[src/include/adcs_pkg.sv]
// constants, types and register map of the converter channel sequencer
// Behaviour
// - twelve-bit results, under 0.55 Msps aggregate rate at the 10 MHz clock (18 converter clocks plus sampling per result)
// - converter clock under 18 MHz, 18 clocks/conversion
// - eight-input channel selector drives the converter
// - scan steps enabled channels with no gaps
// - channel picked by sequencer or by firmware
// - one result buffer per channel
// - per-channel sample time applied on each conversion
// - each result checked against limits, interrupt at once
// - sample aperture length programmable
// - sequencer halted in deepest low-power mode
package adcs_pkg;
    // ****************************************************************
    // sizes and timing
    // ****************************************************************
    localparam int RES_W = 12;
    localparam int NCH = 8;
    localparam int CH_W = 3;
    localparam int SMP_W = 8;
    localparam int CLK_HZ = 10_000_000;
    localparam int CONV_CLK_MAX_HZ = 18_000_000;
    localparam int CONV_DIV = (CLK_HZ + CONV_CLK_MAX_HZ - 1) / CONV_CLK_MAX_HZ;
    localparam logic [7:0] CONV_CLKS = 8'h12;
    localparam logic [SMP_W-1:0] SMP_RST = 8'h04;
    localparam logic [SMP_W-1:0] SMP_MIN = 8'h01;
    // ****************************************************************
    // register map, byte addresses
    // ****************************************************************
    localparam logic [7:0] A_CTRL = 8'h00;
    localparam logic [7:0] A_CHEN = 8'h04;
    localparam logic [7:0] A_STAT = 8'h08;
    localparam logic [7:0] A_IRQ = 8'h0C;
    localparam logic [7:0] A_MASK = 8'h10;
    localparam logic [7:0] A_LIM = 8'h14;
    localparam logic [7:0] A_RFLAG = 8'h18;
    localparam logic [7:0] A_SMP = 8'h20;
    localparam logic [7:0] A_RES = 8'h40;
    localparam int WIN_HI = 7;
    localparam int WIN_LO = 5;
    localparam int IDX_HI = 4;
    localparam int IDX_LO = 2;
    // ****************************************************************
    // field positions
    // ****************************************************************
    localparam int C_EN = 0;
    localparam int C_FW = 1;
    localparam int C_CONT = 2;
    localparam int C_START = 3;
    localparam int C_FWCH = 4;
    localparam int S_BUSY = 0;
    localparam int S_CH = 1;
    localparam int S_DEEP = 4;
    localparam int L_HI = 16;
    localparam int R_VALID = 31;
    localparam int I_RANGE = 0;
    localparam int I_EOC = 1;
    localparam int I_SCAN = 2;
    localparam int NIRQ = 3;
    localparam logic [RES_W-1:0] LIM_HI_RST = 12'hFFF;
    // ****************************************************************
    // types
    // ****************************************************************
    typedef enum logic [3:0] {
        ST_IDLE = 4'b0001,
        ST_SAMPLE = 4'b0010,
        ST_CONVERT = 4'b0100,
        ST_WAIT = 4'b1000
    } adcs_state_e;

    typedef struct packed {
        logic [CH_W-1:0] mux_sel;
        logic sample;
        logic convert;
    } adcs_core_req_s;

    typedef struct packed {
        logic valid;
        logic [RES_W-1:0] data;
    } adcs_core_rsp_s;
endpackage : adcs_pkg

[src/verilog/adcs_tick.sv]
// converter clock enable divider
`timescale 1ns/100ps
`default_nettype none
module adcs_tick #(
    parameter int DIV = adcs_pkg::CONV_DIV
) (
    // clock and reset
    input wire logic clk_sys,
    input wire logic rst,
    // control and enable out
    input wire logic run,
    output logic tick
);
    typedef struct packed {
        logic [7:0] cnt;
        logic tick;
    } adcs_tick_s;

    localparam logic [7:0] LAST = 8'(DIV - 1);

    adcs_tick_s s_r;
    adcs_tick_s s_nxt;

    always_comb
    begin
        s_nxt = s_r;
        s_nxt.tick = 1'b0;
        if (!run)
        begin
            s_nxt.cnt = '0;
        end
        else if (s_r.cnt >= LAST)
        begin
            s_nxt.cnt = '0;
            s_nxt.tick = 1'b1;
        end
        else
        begin
            s_nxt.cnt = s_r.cnt + 8'h01;
        end
    end

    always_ff @(posedge clk_sys)
    begin
        if (rst)
            s_r <= '0;
        else
            s_r <= s_nxt;
    end

    assign tick = s_r.tick;
endmodule : adcs_tick
`default_nettype wire

[src/verilog/adcs_pick.sv]
// next enabled channel after the current one, wrapping
`timescale 1ns/100ps
`default_nettype none
module adcs_pick (
    // search input
    input wire logic [adcs_pkg::CH_W-1:0] cur,
    input wire logic [adcs_pkg::NCH-1:0] en,
    // result
    output logic [adcs_pkg::CH_W-1:0] nxt,
    output logic found,
    output logic wrap
);
    always_comb
    begin
        logic [adcs_pkg::CH_W-1:0] idx;
        idx = '0;
        nxt = cur;
        found = 1'b0;
        // search farthest first so the nearest hit is assigned last and kept, so scan order is ascending
        for (int i = adcs_pkg::NCH; i >= 1; i--)
        begin
            idx = cur + adcs_pkg::CH_W'(i);
            if (en[idx])
            begin
                nxt = idx;
                found = 1'b1;
            end
        end
        wrap = found && (nxt <= cur);
    end
endmodule : adcs_pick
`default_nettype wire

[src/verilog/adcs_seq.sv]
// converter channel sequencer with APB registers
//
// The APB register port and the register offsets are this design's own decisions.
`timescale 1ns/100ps
`default_nettype none
module adcs_seq #(
    parameter int DIV = adcs_pkg::CONV_DIV
) (
    // clock and reset
    input wire logic clk_sys,
    input wire logic rst,
    // APB slave
    input wire logic psel,
    input wire logic penable,
    input wire logic pwrite,
    input wire logic [7:0] paddr,
    input wire logic [31:0] pwdata,
    output logic [31:0] prdata,
    output logic pready,
    output logic pslverr,
    // converter core
    output adcs_pkg::adcs_core_req_s core_req,
    output logic core_tick,
    input wire adcs_pkg::adcs_core_rsp_s core_rsp,
    // power and interrupt
    input wire logic deep_sleep,
    output logic irq
);
    // ****************************************************************
    // state
    // ****************************************************************
    typedef struct packed {
        adcs_pkg::adcs_state_e st;
        logic [7:0] cnt;
        logic [adcs_pkg::CH_W-1:0] ch;
        logic start;
        logic en;
        logic fw_mode;
        logic cont;
        logic [adcs_pkg::CH_W-1:0] fw_ch;
        logic [adcs_pkg::NCH-1:0] chen;
        logic [adcs_pkg::RES_W-1:0] lim_lo;
        logic [adcs_pkg::RES_W-1:0] lim_hi;
        logic [adcs_pkg::NCH-1:0][adcs_pkg::SMP_W-1:0] smp;
        logic [adcs_pkg::NCH-1:0][adcs_pkg::RES_W-1:0] res;
        logic [adcs_pkg::NCH-1:0] rvalid;
        logic [adcs_pkg::NCH-1:0] rflag;
        logic [adcs_pkg::NIRQ-1:0] stat;
        logic [adcs_pkg::NIRQ-1:0] mask;
        adcs_pkg::adcs_core_req_s req;
        logic irq;
        logic pready;
        logic pslverr;
        logic [31:0] prdata;
    } adcs_seq_s;

    adcs_seq_s s_r;
    adcs_seq_s s_nxt;
    logic tick;
    logic [adcs_pkg::CH_W-1:0] pk_cur;
    logic [adcs_pkg::CH_W-1:0] pk_nxt;
    logic pk_found;
    logic pk_wrap;

    // ****************************************************************
    // helpers
    // ****************************************************************
    function automatic logic [adcs_pkg::SMP_W-1:0] smp_len(
        input logic [adcs_pkg::SMP_W-1:0] v
    );
        smp_len = (v < adcs_pkg::SMP_MIN) ? adcs_pkg::SMP_MIN : v;
    endfunction : smp_len

    function automatic logic out_of_range(
        input logic [adcs_pkg::RES_W-1:0] v,
        input logic [adcs_pkg::RES_W-1:0] lo,
        input logic [adcs_pkg::RES_W-1:0] hi
    );
        out_of_range = (v < lo) || (v > hi);
    endfunction : out_of_range

    function automatic logic in_win(input logic [7:0] a, input logic [7:0] base);
        in_win = (a[adcs_pkg::WIN_HI:adcs_pkg::WIN_LO]
                  == base[adcs_pkg::WIN_HI:adcs_pkg::WIN_LO]);
    endfunction : in_win

    // ****************************************************************
    // submodules
    // ****************************************************************
    adcs_tick #(.DIV(DIV)) u_tick (
        .clk_sys(clk_sys),
        .rst(rst),
        .run(s_nxt.st != adcs_pkg::ST_IDLE),
        .tick(tick)
    );

    // scan from the top channel when idle so the first pick is the lowest
    assign pk_cur = (s_r.st == adcs_pkg::ST_IDLE) ? '1 : s_r.ch;

    adcs_pick u_pick (
        .cur(pk_cur),
        .en(s_r.chen),
        .nxt(pk_nxt),
        .found(pk_found),
        .wrap(pk_wrap)
    );

    // ****************************************************************
    // next state
    // ****************************************************************
    always_comb
    begin
        logic acc;
        logic wr_go;
        logic rd_go;
        logic hit;
        logic [31:0] rd;
        logic [adcs_pkg::CH_W-1:0] idx;
        logic [adcs_pkg::NIRQ-1:0] ev;
        logic [adcs_pkg::CH_W-1:0] go_ch;
        logic go;
        acc = psel && penable;
        wr_go = acc && s_r.pready && pwrite;
        rd_go = acc && s_r.pready && !pwrite;
        idx = paddr[adcs_pkg::IDX_HI:adcs_pkg::IDX_LO];
        ev = '0;
        go = 1'b0;
        go_ch = s_r.fw_ch;
        hit = 1'b1;
        rd = '0;
        s_nxt = s_r;
        s_nxt.pready = 1'b0;
        s_nxt.pslverr = 1'b0;

        // register read mux
        if (in_win(paddr, adcs_pkg::A_SMP))
            rd[adcs_pkg::SMP_W-1:0] = s_r.smp[idx];
        else if (in_win(paddr, adcs_pkg::A_RES))
        begin
            rd[adcs_pkg::RES_W-1:0] = s_r.res[idx];
            rd[adcs_pkg::R_VALID] = s_r.rvalid[idx];
        end
        else
        begin
            case (paddr)
                adcs_pkg::A_CTRL:
                begin
                    rd[adcs_pkg::C_EN] = s_r.en;
                    rd[adcs_pkg::C_FW] = s_r.fw_mode;
                    rd[adcs_pkg::C_CONT] = s_r.cont;
                    rd[adcs_pkg::C_START] = s_r.start;
                    rd[adcs_pkg::C_FWCH +: adcs_pkg::CH_W] = s_r.fw_ch;
                end
                adcs_pkg::A_CHEN: rd[adcs_pkg::NCH-1:0] = s_r.chen;
                adcs_pkg::A_STAT:
                begin
                    rd[adcs_pkg::S_BUSY] = (s_r.st != adcs_pkg::ST_IDLE);
                    rd[adcs_pkg::S_CH +: adcs_pkg::CH_W] = s_r.ch;
                    rd[adcs_pkg::S_DEEP] = deep_sleep;
                end
                adcs_pkg::A_IRQ: rd[adcs_pkg::NIRQ-1:0] = s_r.stat;
                adcs_pkg::A_MASK: rd[adcs_pkg::NIRQ-1:0] = s_r.mask;
                adcs_pkg::A_LIM:
                begin
                    rd[adcs_pkg::RES_W-1:0] = s_r.lim_lo;
                    rd[adcs_pkg::L_HI +: adcs_pkg::RES_W] = s_r.lim_hi;
                end
                adcs_pkg::A_RFLAG: rd[adcs_pkg::NCH-1:0] = s_r.rflag;
                default: hit = 1'b0;
            endcase
        end

        // one wait state: data and error are registered in the same cycle as pready
        if (acc && !s_r.pready)
        begin
            s_nxt.pready = 1'b1;
            s_nxt.prdata = rd;
            s_nxt.pslverr = !hit;
        end

        // software side effects first, so hardware sets below win
        if (rd_go && in_win(paddr, adcs_pkg::A_RES))
            s_nxt.rvalid[idx] = 1'b0;
        if (wr_go)
        begin
            if (in_win(paddr, adcs_pkg::A_SMP))
                s_nxt.smp[idx] = pwdata[adcs_pkg::SMP_W-1:0];
            else
            begin
                case (paddr)
                    adcs_pkg::A_CTRL:
                    begin
                        s_nxt.en = pwdata[adcs_pkg::C_EN];
                        s_nxt.fw_mode = pwdata[adcs_pkg::C_FW];
                        s_nxt.cont = pwdata[adcs_pkg::C_CONT];
                        s_nxt.fw_ch = pwdata[adcs_pkg::C_FWCH +: adcs_pkg::CH_W];
                        if (pwdata[adcs_pkg::C_START])
                            s_nxt.start = 1'b1;
                    end
                    adcs_pkg::A_CHEN: s_nxt.chen = pwdata[adcs_pkg::NCH-1:0];
                    adcs_pkg::A_IRQ: s_nxt.stat = s_r.stat & ~pwdata[adcs_pkg::NIRQ-1:0];
                    adcs_pkg::A_MASK: s_nxt.mask = pwdata[adcs_pkg::NIRQ-1:0];
                    adcs_pkg::A_LIM:
                    begin
                        s_nxt.lim_lo = pwdata[adcs_pkg::RES_W-1:0];
                        s_nxt.lim_hi = pwdata[adcs_pkg::L_HI +: adcs_pkg::RES_W];
                    end
                    adcs_pkg::A_RFLAG: s_nxt.rflag = s_r.rflag & ~pwdata[adcs_pkg::NCH-1:0];
                    default: ;
                endcase
            end
        end

        // sequencer
        case (s_r.st)
            adcs_pkg::ST_IDLE:
            begin
                if (s_r.start && s_r.en && !deep_sleep)
                begin
                    if (s_r.fw_mode)
                        go = 1'b1;
                    else if (pk_found)
                    begin
                        go = 1'b1;
                        go_ch = pk_nxt;
                    end
                    else
                        s_nxt.start = 1'b0;
                end
            end
            adcs_pkg::ST_SAMPLE:
            begin
                if (tick)
                begin
                    if (s_r.cnt <= adcs_pkg::SMP_MIN)
                    begin
                        s_nxt.st = adcs_pkg::ST_CONVERT;
                        s_nxt.cnt = adcs_pkg::CONV_CLKS;
                        s_nxt.req.sample = 1'b0;
                        s_nxt.req.convert = 1'b1;
                    end
                    else
                        s_nxt.cnt = s_r.cnt - 8'h01;
                end
            end
            adcs_pkg::ST_CONVERT:
            begin
                if (tick)
                begin
                    if (s_r.cnt <= adcs_pkg::SMP_MIN)
                    begin
                        s_nxt.st = adcs_pkg::ST_WAIT;
                        s_nxt.req.convert = 1'b0;
                    end
                    else
                        s_nxt.cnt = s_r.cnt - 8'h01;
                end
            end
            adcs_pkg::ST_WAIT:
            begin
                if (core_rsp.valid)
                begin
                    s_nxt.res[s_r.ch] = core_rsp.data;
                    s_nxt.rvalid[s_r.ch] = 1'b1;
                    ev[adcs_pkg::I_EOC] = 1'b1;
                    if (out_of_range(core_rsp.data, s_r.lim_lo, s_r.lim_hi))
                    begin
                        ev[adcs_pkg::I_RANGE] = 1'b1;
                        s_nxt.rflag[s_r.ch] = 1'b1;
                    end
                    s_nxt.st = adcs_pkg::ST_IDLE;
                    s_nxt.start = 1'b0;
                    if (s_r.fw_mode)
                    begin
                        if (s_r.cont && s_r.en)
                        begin
                            go = 1'b1;
                            s_nxt.start = 1'b1;
                        end
                    end
                    else if (pk_found)
                    begin
                        ev[adcs_pkg::I_SCAN] = pk_wrap;
                        // straight into the next channel's sampling
                        if (s_r.en && (s_r.cont || !pk_wrap))
                        begin
                            go = 1'b1;
                            go_ch = pk_nxt;
                            s_nxt.start = 1'b1;
                        end
                    end
                end
            end
            default: s_nxt.st = adcs_pkg::ST_IDLE;
        endcase

        if (go)
        begin
            s_nxt.st = adcs_pkg::ST_SAMPLE;
            s_nxt.ch = go_ch;
            s_nxt.cnt = smp_len(s_r.smp[go_ch]);
            s_nxt.req.mux_sel = go_ch;
            s_nxt.req.sample = 1'b1;
            s_nxt.req.convert = 1'b0;
        end

        // no fast clock in deep sleep: abandon any conversion
        if (deep_sleep)
        begin
            s_nxt.st = adcs_pkg::ST_IDLE;
            s_nxt.start = 1'b0;
            s_nxt.req.sample = 1'b0;
            s_nxt.req.convert = 1'b0;
        end

        s_nxt.stat = s_nxt.stat | ev;
        s_nxt.irq = |(s_nxt.stat & s_nxt.mask);
    end

    // ****************************************************************
    // registers
    // ****************************************************************
    always_ff @(posedge clk_sys)
    begin
        if (rst)
        begin
            s_r <= '0;
            s_r.st <= adcs_pkg::ST_IDLE;
            s_r.lim_hi <= adcs_pkg::LIM_HI_RST;
            s_r.smp <= {adcs_pkg::NCH{adcs_pkg::SMP_RST}};
        end
        else
            s_r <= s_nxt;
    end

    assign prdata = s_r.prdata;
    assign pready = s_r.pready;
    assign pslverr = s_r.pslverr;
    assign core_req = s_r.req;
    assign core_tick = tick;
    assign irq = s_r.irq;
endmodule : adcs_seq
`default_nettype wire

[config.mk]
export PLATFORM = sky130hd
export DESIGN_NAME = adcs_seq
export DESIGN_NICKNAME = d
export VERILOG_FILES = /design/src/include/adcs_pkg.sv /design/src/verilog/adcs_tick.sv /design/src/verilog/adcs_pick.sv /design/src/verilog/adcs_seq.sv
export SDC_FILE = /design/constraint.sdc
export NUM_CORES = 1
export LEC_CHECK = 0
export BUFFER_PORTS_ARGS = -buffer_cell sky130_fd_sc_hd__buf_2
export CORE_MARGIN = 2
export CORE_UTILIZATION = 55
export CTS_CLUSTER_SIZE = 20
export DETAILED_ROUTE_END_ITERATION = 8
export GPL_TIMING_DRIVEN = 0
export PLACE_DENSITY = 0.86
export SLEW_MARGIN = 20
export SYNTH_ARGS = -nofsm -noshare
export SYNTH_HDL_FRONTEND = slang
export SYNTH_SLANG_ARGS = --single-unit
[constraint.sdc]
create_clock -name clk_sys -period 12.15 [get_ports clk_sys]
set_input_delay 1.8225 -clock clk_sys [delete_from_list [all_inputs] [get_ports clk_sys]]
set_output_delay 1.8225 -clock clk_sys [all_outputs]
set_load 0.1 [all_outputs]
==> results.toml <==
[setup_path]
cp-start-kind = "flop"
worstPathRequired_ns = 12.63
end_kind = "flop"
r2r_setup_slack_ns = 4.76
cpMaxStageDelayCell = "nor4b_4"
r2r_start = "s_r[274]$_SDFF_PP0_"
r2r_cells = 29
reg2reg_to = "s_r[264]$_SDFFE_PP0P_"
worst-setup-path-type = "flop to flop"
worstPathMaxFanout = 10
critical_path_arrival_ns = 7.88
crit_path_max_incr_delay_ns = 0.63

[global_routing]
antenna_found_initial = 2
grt_overflow = 0
grt_pass1_wl_um = 72240
grt_use_total = 0.3475
grt_pass1_vias = 13080
grt_start_max_net_pins = 15

[detailed_routing]
drt-initial-drc-count = 1694
wl_met1_um = 18270
routed-wl-met2_um = 21120
via_per_inst = 6.382
top_layer_used = "met5"
vias = 13800
ant_nets = 0
avgRoutedWirePerCell_um = 22.15
drc = 0
drtPass1Iterations = 6
routed_wl_um = 47900
dr_wl_met3_um = 5829

[yosys]
postSynthCellCount = 1691
syn-cell-area_um2 = 14200
ys_types = 81
yosysTopAreaCell = "dfxtp_1"
synth-warning-count = 0
syn_area_per_cell_um2 = 8.398
ys_ff_latch = 267
synth_edf_count = 0
ys_seq_area_frac = 0.3764
yosys-top-cells-area = "dfxtp_1 (38%), mux2i_1 (8.5%), nand2_1 (8.4%)"
yosys_most_used_dff = "dfxtp_1"
synth_top_area_frac = 0.3764
synthArstFlopShare = 0

[clocking]
clkSlewWorstSetupHoldPaths_ns = 0.06
clk_latency_ns = 0.56
clock_path_buffers = 3
cts_hold_buf = 0
htree_levels = 1
post-cts-setup-buffers = 0
post_cts_resize_count = 0
ctsRootBufferMaster = "clkbuf_16"
cts_tree = "done"
cts.sinks = 267
cts-buffers-inserted = 28

[die]
core_area_um2 = 25250
dieArea_um2 = 27120
die-height_um = 164.7
num_rows = 58
ios = 100
start_util = 0.5623
die_w_um = 164.7

[power]
p_sw_frac = 0.2379
p_clk_frac = 0.493
power_uw = 1995
p_comb_frac = 0.067
powerDensity_nw_per_um2 = 123.7
switchingPower_uw = 474.5
seq_power_share = 0.440
p_int_uw = 1520
peakVddDrop_uv = 113.3
p_leak_uw = 0.005980

[cells_and_area]
area_growth_syn_to_layout_pct = 13.55
nets = 1895
final_util = 0.6385
drive_above_1_share = 0.1507

[sta]
hold_viol_final = 0
tightest_slew_ns = 1.174
fmax_mhz = 135.3
max-slew-margin-rel = 0.2146
setup_violations = 0
finalMaxSlewViolations = 0
post-route-period-util = 0.6083
finalSetupTns_ns = 0
rsz0062_at_grt = "false"
period_needed_ns = 7.391
skew_ns = 0.009848

[place]
finalWeightedCongestion = 1.007
portBuffers = 80
dp_hpwl_um = 34930

[hold_path]
hold_end = "s_r[144]$_SDFFE_PP0P_"
hold_path.startpoint = "s_r[144]$_SDFFE_PP0P_"
hold_class = "flop to flop"
hold_depth = 2

[status]
status = "finished clean"

[flow_run]
maxCapViolations = 0
[sequential cells by signal, summed over array words and instances, names as in the netlist]
signal and cells:
core_req 5, irq 1, prdata 25, pready 1, pslverr 1, s_r 233, u_tick.tick 1
[metal layers]
metal | up-vias | GRT usage
met4 | 2 | 0.1783
met1 | 6536 | 0.4369
li1 | 6155 | -
met3 | 216 | 0.1002
met2 | 889 | 0.5447
met5 | - | 0
[through the flow]
step | setup slack (ns) | instance area, um^2 | hold slack, ns | cells
after detailed placement | 4.973 | 15060 | 0.4431 | 2109
after floorplan | 6.539 | 14220 | 0.4323 | 1697
final | 4.759 | 16130 | 0.4523 | 2162
after global routing | 4.282 | 16120 | 0.4680 | 2161
after global placement | 5.134 | 15040 | 0.4386 | 2107
after CTS | 4.935 | 16120 | 0.4526 | 2161
[critical path: cells and delay by family (launching register included)]
family | cells | cell delay [ns]
buffers and inverters | 5 | 1.16
flip-flops | 1 | 0.30
adder cells (fa/ha/maj) | 2 | 0.60
AO/OA/AOI/OAI | 10 | 2.51
AND/OR/NAND/NOR | 12 | 2.75
[worst max path at each step]
stage / slack (ns) / to / cells past startpoint / start
after floorplan: 6.54 / s_r[264]$_SDFFE_PP0P_ / 30 / s_r[274]$_SDFF_PP0_
after global placement: 5.13 / s_r[266]$_SDFFE_PP0P_ / 28 / s_r[274]$_SDFF_PP0_
after detailed placement: 4.97 / s_r[264]$_SDFFE_PP0P_ / 28 / s_r[274]$_SDFF_PP0_
after CTS: 4.94 / s_r[264]$_SDFFE_PP0P_ / 28 / s_r[274]$_SDFF_PP0_
after global routing: 4.28 / s_r[264]$_SDFFE_PP0P_ / 28 / s_r[272]$_SDFF_PP1_
final: 4.76 / s_r[264]$_SDFFE_PP0P_ / 29 / s_r[274]$_SDFF_PP0_
[area by class of cell]
type / instances / area [um^2]
clock inverter: 13 / 259.0
multi-input combinational: 1226 / 7938
timing repair buffer: 82 / 412.9
fill: 2030 / 9129
sequential: 267 / 5345
clock buffer: 39 / 802.0
inverter: 38 / 142.6
antenna: 1 / 2.502
tap: 330 / 412.9
buffer: 166 / 810.8
[layout by cell type, fill, tap and decap left out, drive strengths merged, types with 23 or more instances in the layout]
cell / netlist / routed
buf: 58 / 140
ha: 27 / 27
nand2: 317 / 317
clkbuf: 108 / 147
nor2: 167 / 167
nand3: 32 / 32
a22oi: 23 / 23
a21oi: 181 / 181
mux2i: 121 / 121
o21ai: 38 / 38
inv: 37 / 39
mux4: 42 / 42
dfxtp: 267 / 267
[synth_stat cells, types with 8 or more instances]
| master | instances |
|---|---|
| nor2_1 | 167 |
| mux2_2 | 19 |
| nor3_1 | 21 |
| a31oi_1 | 8 |
| o221ai_1 | 15 |
| nor2b_1 | 12 |
| dfxtp_1 | 267 |
| mux4_2 | 42 |
| buf_4 | 38 |
| o21ai_0 | 34 |
| mux2i_1 | 121 |
| a211o_1 | 11 |
| o22ai_1 | 8 |
| nand2b_1 | 11 |
| clkbuf_2 | 11 |
| nand2_1 | 317 |
| a211oi_1 | 10 |
| o211ai_1 | 17 |
| a21oi_1 | 180 |
| inv_1 | 37 |
| buf_1 | 11 |
| clkbuf_1 | 97 |
| a21o_1 | 12 |
| a22oi_1 | 22 |
| nand3_1 | 32 |
| ha_1 | 27 |
[power groups by stage]
stage                     combinational (uW)  sequential (uW)  clock (uW)
after floorplan                         79.9              899           0
after global placement                   126              898           0
after detailed placement                 128              898           0
after CTS                                128              878         980
after global routing                     137              878        1010
final                                    133              878         983
[cell families (layout without fill, tap and decap cells)]
group	count (synthesis)	after routing	synth area share
flops	267	267	0.3764
compound gates	377	377	0.1683
fa+ha+maj	27	27	0.02379
xor+xnor	5	5	0.003084
buf+inv	204	338	0.06705
simple gates	625	625	0.1918
mux	185	185	0.1693
other cells	1	8	0.0002641
No activity file was read; power rests on OpenSTA's default activity.
